### src/verilog/sec_cmd_pkg.sv
// Constants, types and register map of the security command interpreter.
// Functional notes
// RULE_01 - Accepted freeze command enters frozen state
// RULE_02 - Frozen rejects every lock-altering command
// RULE_03 - Only reset leaves frozen; no command
// RULE_04 - Freeze while frozen completes, stays frozen
// RULE_05 - Freeze aborts if unsupported or locked
// RULE_06 - Success: BSY0 DRDY1 DF0 DRQ0 ERR0
// RULE_07 - Abort: BSY0 DRQ0 DRDY1, ERR mirrors errors
// RULE_08 - Abort allowed for any other inability
// RULE_09 - Host issues commands only with DRDY
// RULE_10 - Set-password moves one sector host to device
// RULE_11 - Set-password aborts: unsupported, frozen or locked
// RULE_12 - Decode identifier, level, 16 password words
// RULE_13 - Drive-select bit kept, reflected on completion
// RULE_14 - User password stored, lock enabled, level set
// RULE_15 - Master password stored, lock and level kept
// RULE_16 - Ignore reserved bits; need full sector first
package sec_cmd_pkg;

    // ------------------------------------------------------------------
    // Register byte addresses on the APB.
    // ------------------------------------------------------------------
    localparam logic [7:0] OFS_CMD     = 8'h00; // Command code, write only.
    localparam logic [7:0] OFS_DEVHEAD = 8'h04; // drive_select_head.
    localparam logic [7:0] OFS_STATUS  = 8'h08; // status_flags.
    localparam logic [7:0] OFS_ERROR   = 8'h0C; // error_flags.
    localparam logic [7:0] OFS_DATA    = 8'h10; // PIO data-out word port.
    localparam logic [7:0] OFS_SECST   = 8'h14; // Security state, read only.
    localparam logic [7:0] OFS_IRQST   = 8'h18; // Sticky events, read clears.
    localparam logic [7:0] OFS_IRQMSK  = 8'h1C; // Interrupt mask.
    localparam logic [7:0] OFS_CONFIG  = 8'h20; // Support and lock control.

    // ------------------------------------------------------------------
    // Command codes and field positions.
    // ------------------------------------------------------------------
    localparam logic [7:0] CMD_FREEZE = 8'hF5;
    localparam logic [7:0] CMD_SETPW  = 8'hF1;
    localparam int BIT_BSY  = 7;
    localparam int BIT_DRDY = 6;
    localparam int BIT_DF   = 5;
    localparam int BIT_DRQ  = 3;
    localparam int BIT_ERR  = 0;
    localparam int BIT_ABRT = 2;
    localparam int BIT_DEV  = 4;
    localparam int BIT_IDENT = 0;   // Control word: 1 selects master.
    localparam int BIT_LEVEL = 8;   // Control word: 1 selects maximum.
    localparam int IRQ_DONE  = 0;
    localparam int IRQ_ABORT = 1;
    localparam int IRQ_DRQ   = 2;
    localparam int CFG_SUPP  = 0;
    localparam int CFG_LOCK  = 1;

    // ------------------------------------------------------------------
    // Status values and reset values.
    // ------------------------------------------------------------------
    localparam logic [7:0] STS_RESET = 8'h40; // Ready, idle.
    localparam logic [7:0] STS_BUSY  = 8'h80;
    localparam logic [7:0] STS_OK    = 8'h40;
    localparam logic [7:0] STS_DRQ   = 8'h48;
    localparam logic [7:0] STS_ABORT = 8'h41;
    localparam logic [7:0] ERR_ABORT = 8'h04;
    localparam logic [7:0] ERR_NONE  = 8'h00;
    localparam logic [1:0] CFG_RESET = 2'h1;  // Supported, unlocked.

    // Command sequencer states, Gray coded along the usual path.
    typedef enum logic [1:0] {
        ST_IDLE   = 2'b00,
        ST_EXEC   = 2'b01,
        ST_XFER   = 2'b11,
        ST_COMMIT = 2'b10
    } seq_state_t;

endpackage : sec_cmd_pkg

### src/verilog/sec_pw_if.sv
// Link between the command sequencer and the password store.
`timescale 1ns/1ns
interface sec_pw_if;
    logic        start;      // Pulse: a new sector begins.
    logic        word_valid; // Pulse: one data word is offered.
    logic [15:0] word_data;  // Data word with word_valid.
    logic        commit;     // Pulse: store the decoded password.
    logic        done;       // Pulse: the full sector has arrived.
    logic        ident;      // 1 selects the master password.
    logic        level_max;  // 1 selects maximum level.

    modport ctl   (output start, word_valid, word_data, commit,
                   input  done, ident, level_max);
    modport store (input  start, word_valid, word_data, commit,
                   output done, ident, level_max);
endinterface : sec_pw_if

### src/verilog/sec_pw_store.sv
// Sector capture and password storage for the set-password command.
`timescale 1ns/1ns
module sec_pw_store #(
    parameter int SECTOR_WORDS = 256,
    parameter int PW_WORDS     = 16
) (
    input  wire logic MCLK,
    input  wire logic RESET,
    sec_pw_if.store   pw
);

    // ------------------------------------------------------------------
    // State of the store.
    // ------------------------------------------------------------------
    typedef struct packed {
        logic [8:0]                   cnt;    // Words received.
        logic [15:0]                  ctrl;   // Word 0 of the sector.
        logic [PW_WORDS-1:0][15:0]    buf_w;  // Incoming password words.
        logic [PW_WORDS-1:0][15:0]    user;   // Stored user password.
        logic [PW_WORDS-1:0][15:0]    master; // Stored master password.
        logic                         done;   // Sector complete pulse.
    } store_t;

    store_t r_q;  // Registered state.
    store_t r_d;  // Next state.

    // Next-state logic: counts words and keeps only the useful ones.
    always_comb
    begin
        r_d      = r_q;
        r_d.done = 1'b0;
        if (pw.start)
        begin
            r_d.cnt = 9'h000;
        end
        else if (pw.word_valid && r_q.cnt < 9'(SECTOR_WORDS))
        begin
            // Reserved words past the password are counted, not kept.
            if (r_q.cnt == 9'h000)
                r_d.ctrl = pw.word_data;                       // RULE_12
            else if (r_q.cnt <= 9'(PW_WORDS))
                r_d.buf_w[r_q.cnt - 9'h001] = pw.word_data;    // RULE_12
            r_d.cnt  = r_q.cnt + 9'h001;
            // Nothing is acted on until the last word lands.
            r_d.done = (r_q.cnt == 9'(SECTOR_WORDS - 1));      // RULE_16
        end
        if (pw.commit)
        begin
            // Only the identifier bit chooses the target slot.
            if (r_q.ctrl[sec_cmd_pkg::BIT_IDENT])
                r_d.master = r_q.buf_w;                        // RULE_15
            else
                r_d.user = r_q.buf_w;                          // RULE_14
        end
    end

    // State register.
    always_ff @(posedge MCLK or posedge RESET)
    begin
        if (RESET)
            r_q <= '0;
        else
            r_q <= r_d;
    end

    // Reserved control bits never reach the sequencer.
    assign pw.done      = r_q.done;
    assign pw.ident     = r_q.ctrl[sec_cmd_pkg::BIT_IDENT];
    assign pw.level_max = r_q.ctrl[sec_cmd_pkg::BIT_LEVEL];

endmodule : sec_pw_store

### src/verilog/sec_cmd.sv
// Security freeze and set-password command interpreter with APB registers.
`timescale 1ns/1ns
module sec_cmd #(
    parameter logic DEV_NUMBER = 1'b0  // Device number this unit answers to.
) (
    input  wire logic        MCLK,
    input  wire logic        RESET,
    input  wire logic        PSEL,
    input  wire logic        PENABLE,
    input  wire logic        PWRITE,
    input  wire logic [7:0]  PADDR,
    input  wire logic [31:0] PWDATA,
    output logic      [31:0] PRDATA,
    output logic             PREADY,
    output logic             PSLVERR,
    output logic             IRQ,
    output logic             FROZEN,
    output logic             LOCKED,
    output logic             LOCK_ENABLED,
    output logic             LEVEL_MAX
);

    // ------------------------------------------------------------------
    // State of the interpreter.
    // ------------------------------------------------------------------
    typedef struct packed {
        sec_cmd_pkg::seq_state_t st;       // Sequencer state.
        logic [7:0]              cmd;      // Command being executed.
        logic [7:0]              status;   // status_flags.
        logic [7:0]              error;    // error_flags.
        logic [7:0]              devhead;  // drive_select_head.
        logic                    frozen;   // Frozen mode.
        logic                    locked;   // Locked mode.
        logic                    lock_en;  // Lock enabled by user password; cleared by RESET.
        logic                    lvl_max;  // Maximum security level.
        logic                    supp;     // Feature set supported.
        logic [2:0]              irq_st;   // Sticky events.
        logic [2:0]              irq_msk;  // Event mask.
        logic [31:0]             rdata;    // Read data for the access phase.
    } core_t;

    core_t r_q;  // Registered state.
    core_t r_d;  // Next state.

    sec_pw_if pw ();  // Link to the password store.

    logic       setup;   // APB setup cycle.
    logic       access;  // APB access cycle, always answered.
    logic       wr;      // Write takes effect this edge.
    logic       rd;      // Read completes this edge.
    logic       mapped;  // Address hits a register.
    logic [2:0] ev;      // Events raised this cycle.

    // ------------------------------------------------------------------
    // Bus decode.
    // ------------------------------------------------------------------

    // Returns the register value seen at a byte address.
    function automatic logic [31:0] reg_read(input core_t c, input logic [7:0] a);
        logic [31:0] v;
        v = 32'h0000_0000;
        unique case (a)
            sec_cmd_pkg::OFS_DEVHEAD: v[7:0] = c.devhead;
            sec_cmd_pkg::OFS_STATUS:  v[7:0] = c.status;
            sec_cmd_pkg::OFS_ERROR:   v[7:0] = c.error;
            sec_cmd_pkg::OFS_SECST:   v[3:0] = {c.lvl_max, c.lock_en, c.locked, c.frozen};
            sec_cmd_pkg::OFS_IRQST:   v[2:0] = c.irq_st;
            sec_cmd_pkg::OFS_IRQMSK:  v[2:0] = c.irq_msk;
            sec_cmd_pkg::OFS_CONFIG:  v[1:0] = {c.locked, c.supp};
            default:                  v      = 32'h0000_0000;
        endcase
        return v;
    endfunction : reg_read

    assign setup  = PSEL && !PENABLE;
    assign access = PSEL && PENABLE;
    assign wr     = access && PWRITE;
    assign rd     = access && !PWRITE;
    assign mapped = (PADDR <= sec_cmd_pkg::OFS_CONFIG) && (PADDR[1:0] == 2'b00);

    // Zero-wait slave: every access completes on its first access cycle.
    assign PREADY  = 1'b1;
    assign PSLVERR = access && !mapped;
    assign PRDATA  = r_q.rdata;

    // ------------------------------------------------------------------
    // Sequencer, registers and interrupt logic.
    // ------------------------------------------------------------------

    // One process computes every next value so that no flag has two writers.
    always_comb
    begin
        r_d           = r_q;
        ev            = 3'h0;
        pw.start      = 1'b0;
        pw.word_valid = 1'b0;
        pw.word_data  = PWDATA[15:0];
        pw.commit     = 1'b0;
        if (setup)
            r_d.rdata = reg_read(r_q, PADDR);
        if (wr && PADDR == sec_cmd_pkg::OFS_DEVHEAD)
            r_d.devhead = PWDATA[7:0];                         // RULE_13
        if (wr && PADDR == sec_cmd_pkg::OFS_IRQMSK)
            r_d.irq_msk = PWDATA[2:0];
        if (wr && PADDR == sec_cmd_pkg::OFS_CONFIG)
        begin
            // Locked mode is set by firmware after its own power-on check.
            r_d.supp   = PWDATA[sec_cmd_pkg::CFG_SUPP];
            r_d.locked = PWDATA[sec_cmd_pkg::CFG_LOCK];
        end
        unique case (r_q.st)
            sec_cmd_pkg::ST_IDLE:
            begin
                // A command while busy is dropped; host must wait for DRDY.
                if (wr && PADDR == sec_cmd_pkg::OFS_CMD
                    && r_q.devhead[sec_cmd_pkg::BIT_DEV] == DEV_NUMBER)  // RULE_09
                begin
                    r_d.cmd    = PWDATA[7:0];
                    r_d.status = sec_cmd_pkg::STS_BUSY;
                    r_d.st     = sec_cmd_pkg::ST_EXEC;
                end
            end
            sec_cmd_pkg::ST_EXEC:
            begin
                r_d.st = sec_cmd_pkg::ST_IDLE;
                if (r_q.cmd == sec_cmd_pkg::CMD_FREEZE && r_q.supp && !r_q.locked)
                begin
                    r_d.frozen = 1'b1;                                  // RULE_01 RULE_04
                    r_d.status = sec_cmd_pkg::STS_OK;                   // RULE_06
                    r_d.error  = sec_cmd_pkg::ERR_NONE;
                    ev[sec_cmd_pkg::IRQ_DONE] = 1'b1;
                end
                else if (r_q.cmd == sec_cmd_pkg::CMD_SETPW && r_q.supp
                         && !r_q.frozen && !r_q.locked)                 // RULE_11
                begin
                    r_d.status = sec_cmd_pkg::STS_DRQ;                  // RULE_10
                    r_d.error  = sec_cmd_pkg::ERR_NONE;
                    r_d.st     = sec_cmd_pkg::ST_XFER;
                    pw.start   = 1'b1;
                    ev[sec_cmd_pkg::IRQ_DRQ] = 1'b1;
                end
                else
                begin
                    // Unsupported, locked, frozen set-password or unknown: all abort.
                    r_d.status = sec_cmd_pkg::STS_ABORT;                // RULE_02 RULE_05 RULE_07 RULE_08
                    r_d.error  = sec_cmd_pkg::ERR_ABORT;
                    ev[sec_cmd_pkg::IRQ_ABORT] = 1'b1;
                end
            end
            sec_cmd_pkg::ST_XFER:
            begin
                pw.word_valid = wr && PADDR == sec_cmd_pkg::OFS_DATA;   // RULE_10
                if (pw.done)
                begin
                    r_d.status = sec_cmd_pkg::STS_BUSY;
                    r_d.st     = sec_cmd_pkg::ST_COMMIT;
                end
            end
            sec_cmd_pkg::ST_COMMIT:
            begin
                pw.commit = 1'b1;
                if (!pw.ident)
                begin
                    r_d.lock_en = 1'b1;                                 // RULE_14
                    r_d.lvl_max = pw.level_max;                         // RULE_14
                end
                r_d.status = sec_cmd_pkg::STS_OK;                       // RULE_06
                r_d.st     = sec_cmd_pkg::ST_IDLE;
                ev[sec_cmd_pkg::IRQ_DONE] = 1'b1;
            end
        endcase
        // A read clears the sticky bits, but a new event wins.
        if (rd && PADDR == sec_cmd_pkg::OFS_IRQST)
            r_d.irq_st = ev;
        else
            r_d.irq_st = r_q.irq_st | ev;
    end

    // State register; frozen is cleared by RESET alone.
    always_ff @(posedge MCLK or posedge RESET)
    begin
        if (RESET)
        begin
            r_q         <= '0;                                          // RULE_03
            r_q.st      <= sec_cmd_pkg::ST_IDLE;
            r_q.status  <= sec_cmd_pkg::STS_RESET;
            r_q.supp    <= sec_cmd_pkg::CFG_RESET[sec_cmd_pkg::CFG_SUPP];
        end
        else
        begin
            r_q <= r_d;
        end
    end

    sec_pw_store u_store (
        .MCLK  (MCLK),
        .RESET (RESET),
        .pw    (pw)
    );

    assign IRQ          = |(r_q.irq_st & r_q.irq_msk);
    assign FROZEN       = r_q.frozen;
    assign LOCKED       = r_q.locked;
    assign LOCK_ENABLED = r_q.lock_en;
    assign LEVEL_MAX    = r_q.lvl_max;
endmodule : sec_cmd

### config.mk
export PLATFORM = sky130hd
export DESIGN_NAME = sec_cmd
export DESIGN_NICKNAME = d
export VERILOG_FILES = /design/src/verilog/sec_cmd_pkg.sv /design/src/verilog/sec_pw_if.sv /design/src/verilog/sec_pw_store.sv /design/src/verilog/sec_cmd.sv
export SDC_FILE = /design/constraint.sdc
export NUM_CORES = 1
export LEC_CHECK = 0
export ABC_CLOCK_PERIOD_IN_PS = 4700
export BUFFER_PORTS_ARGS = -buffer_cell sky130_fd_sc_hd__buf_2
export CAP_MARGIN = 0
export CORE_MARGIN = 1
export CORE_UTILIZATION = 39
export CTS_BUF_LIST = sky130_fd_sc_hd__clkbuf_2
export CTS_CLUSTER_SIZE = 20
export DETAILED_ROUTE_END_ITERATION = 7
export MAX_ROUTING_LAYER = met4
export PLACE_DENSITY = 0.69
export SLEW_MARGIN = 20
export SYNTH_ARGS = -nofsm -noshare
export SYNTH_HDL_FRONTEND = slang
export SYNTH_HIERARCHICAL = 1
export SYNTH_SLANG_ARGS = --single-unit
### constraint.sdc
create_clock -name MCLK -period 4.7 [get_ports MCLK]
set_input_delay 0.47 -clock MCLK [delete_from_list [all_inputs] [get_ports MCLK]]
set_output_delay 0.47 -clock MCLK [all_outputs]
set_load 0.02 [all_outputs]
==> qor.csv <==
metric;value;unit
grt_start_max_net_pins;43;
route.detailed.drc;0;
yosys-mux-area-fraction;11.0;%
drtAntennaViolNets;0;
whs;0.216;ns
ys_seq_area_share;47.0;%
finalHoldViolCount;0;
synth_fa_ha_area_share;3.04;%
cap_viol_max_count;0;
max_stage_delay;0.63;ns
grt_util_all_layers;15.6;%
critPathArrivalTime;2.95;ns
routedWlPerCell;13.8;um
synthToLayoutAreaGrowth;5.91;%
setup_viol;0;
coreArea;6940;sq um
synth-simple-area-share;16.3;%
portBuffers;35;
ios;84;
synthFlopType;dfrtp_1;
worstHoldPathCells;2;
critPathLaunchType;flop;
clock_path_buffers;2;
cts_buffers;5;
finalSetupTns;0;ns
die_x;87.9;um
drive_gt1_share;26.4;%
grt_setup_unrepaired;false;
antenna_found_initial;0;
cts_setup_buffers;0;
cp_num_buf_inv;0;
critPathKind;reg -> reg;
max_freq;0.384;GHz
grt_pass1_wl;8920;um
synth_edf_count;0;
fin_nets;350;
fp.dieArea;7730;sq um
required;5.04;ns
p_leak;0.00156;uW
powerDensity;237;nW/um^2
routed_wl;5450;um
cts.clk_slew.worst_paths;0.30;ns
synthCells;270;
finalMaxSlewViolations;0;
dp_hpwl;4160;um
die_height;87.9;um
crit_path_top_delay_cell;and3_1;
cp_num_cells;6;
root_buffer;clkbuf_2;
cts_tree;built;
avgSynthCellArea;10.7;sq um
synth_compound_area_share;10.3;%
synth_xor_area_share;0.609;%
hp-class;in -> reg;
hold_buffers;1;
end_kind;flop;
tightest_slew;0.585;ns
synth_area;2880;sq um
first_iter_violations;118;
cp_cell_sequence;nand4bb_1 -> nor4_1 -> and3_1 -> nor3b_1 -> nand3_1 -> mux2_2;
fillers;684;
async_flop_share;100;%
ir_drop;0.110;mV
path_max_fanout;14;
vias;1933;
outcome;finished clean;
initial_core_util;41.4;%
finalCriticalPeriod;2.61;ns
first_pass_iters;4;
clk-insertion-delay-late;0.46;ns
cts_max_level;2;
final.period_utilization;55.4;%
ctsResizeCount;0;
overflow;0;
first_global_vias;1841;
reg2reg_depth;6;
synth_top_family_by_area;simple AND/OR/NAND/NOR gates;
rows;30;
ys_types;50;
viasPerCell;4.89;
fin_worst_skew;0.0462;ns
clkSinkCount;54;
slew_headroom;61.0;%
place_congestion;0.838;
ys.warnings.count;6;
crit_family;simple AND/OR/NAND/NOR gates;
ys_ff_latch;54;
antennaDiodeCount;0;
metal layers:
layer / routed length (um) / part of all wire [%] / vias to the layer above / track usage, %
met5: 0 / 0 / - / -
met4: 23 / 0.42 / 0 / 4.17
met3: 288 / 5.3 / 2 / 3.96
met2: 2500 / 46 / 52 / 24.0
met1: 2640 / 48 / 923 / 20.5
li1: - / - / 956 / -
power breakdown:
part / internal, uW / switching (uW)
Sequential: 469 / 1.97
Combinational: 13.2 / 42.9
Clock: 43.1 / 154
Total: 525 / 199
placed cells by master (no fill, tap or decap), types with 5 or more instances in the layout:
cell	n
a21oi_1	10
a22oi_1	5
and3_1	6
buf_2	35
clkbuf_2	5
conb_1	25
dfrtp_1	52
ha_1	7
inv_1	13
mux2_2	25
nand2_1	19
nand3_1	6
nor2_1	9
nor3_1	6
o21ai_0	12
logic make-up (layout without fill, tap and decap cells):
kind of cell | Yosys count | count (layout)
other cells | 2 | 25
compound gates | 45 | 45
fa+ha+maj | 7 | 7
xor+xnor | 2 | 2
simple gates | 80 | 80
buf+inv | 52 | 58
mux | 28 | 28
flops | 54 | 54
synth_stat cells, drive strengths merged (4+ instances only):
cell / number / area, sq um
a21oi: 10 / 50.1
a22oi: 5 / 37.5
and3: 6 / 37.5
buf: 36 / 272
dfrtp: 52 / 1300
ha: 7 / 87.6
inv: 13 / 48.8
mux2: 26 / 297
nand2: 21 / 83.8
nand3: 6 / 30.0
nor2: 9 / 33.8
nor3: 6 / 30.0
nor4: 4 / 40.0
o21ai: 12 / 60.1
per-stage QoR:
stage	cell area, sq um	setup slack [ns]	utilization, %	power [uW]	instances
global route	3050	1.88	43.9	755	395
finish	3050	2.09	43.9	724	395
floorplan	2960	2.47	-	528	293
detailed placement	2980	2.21	43.0	533	386
global placement	2980	2.23	43.0	533	386
CTS	3050	2.12	43.9	733	395
cell type report:
class | instances | area [sq um] | share of cell area [%]
Sequential cell | 54 | 1350 | 44.4
Multi-Input combinational cell | 187 | 1280 | 42.0
Timing Repair Buffer | 37 | 193 | 6.32
Tap cell | 96 | 120 | 3.94
Inverter | 13 | 48.8 | 1.60
Clock inverter | 3 | 28.8 | 0.944
Clock buffer | 5 | 25.0 | 0.821
final timing paths:
path                       slack [ns]       from          endpoint
max                              2.09     LOCKED  u_store/pw.ident
max in group asynchronous        3.64      RESET           r_q[71]
min in group asynchronous        0.52      RESET  u_store/r_q[789]
min                              0.22  PWDATA[4]           r_q[47]
max reg2reg                      2.09     LOCKED  u_store/pw.ident
min reg2reg                      0.52  PRDATA[7]         PRDATA[7]
sequential cells by signal (all words and copies together) (netlist names):
signal and cells:
u_store/pw.done 1, r_q 30, u_store/pw.ident 1, LOCK_ENABLED 1, PRDATA 8, LOCKED 1, u_store/pw.level_max 1, u_store/r_q 9
FROZEN 1, LEVEL_MAX 1
worst register-to-register path: stages (launching register included):
cell	delay, ns
dfrtp_1	0.50
nand4bb_1	0.21
nor4_1	0.48
and3_1	0.63
nor3b_1	0.15
nand3_1	0.17
mux2_2	0.35
(Power assumes the default switching activity.)
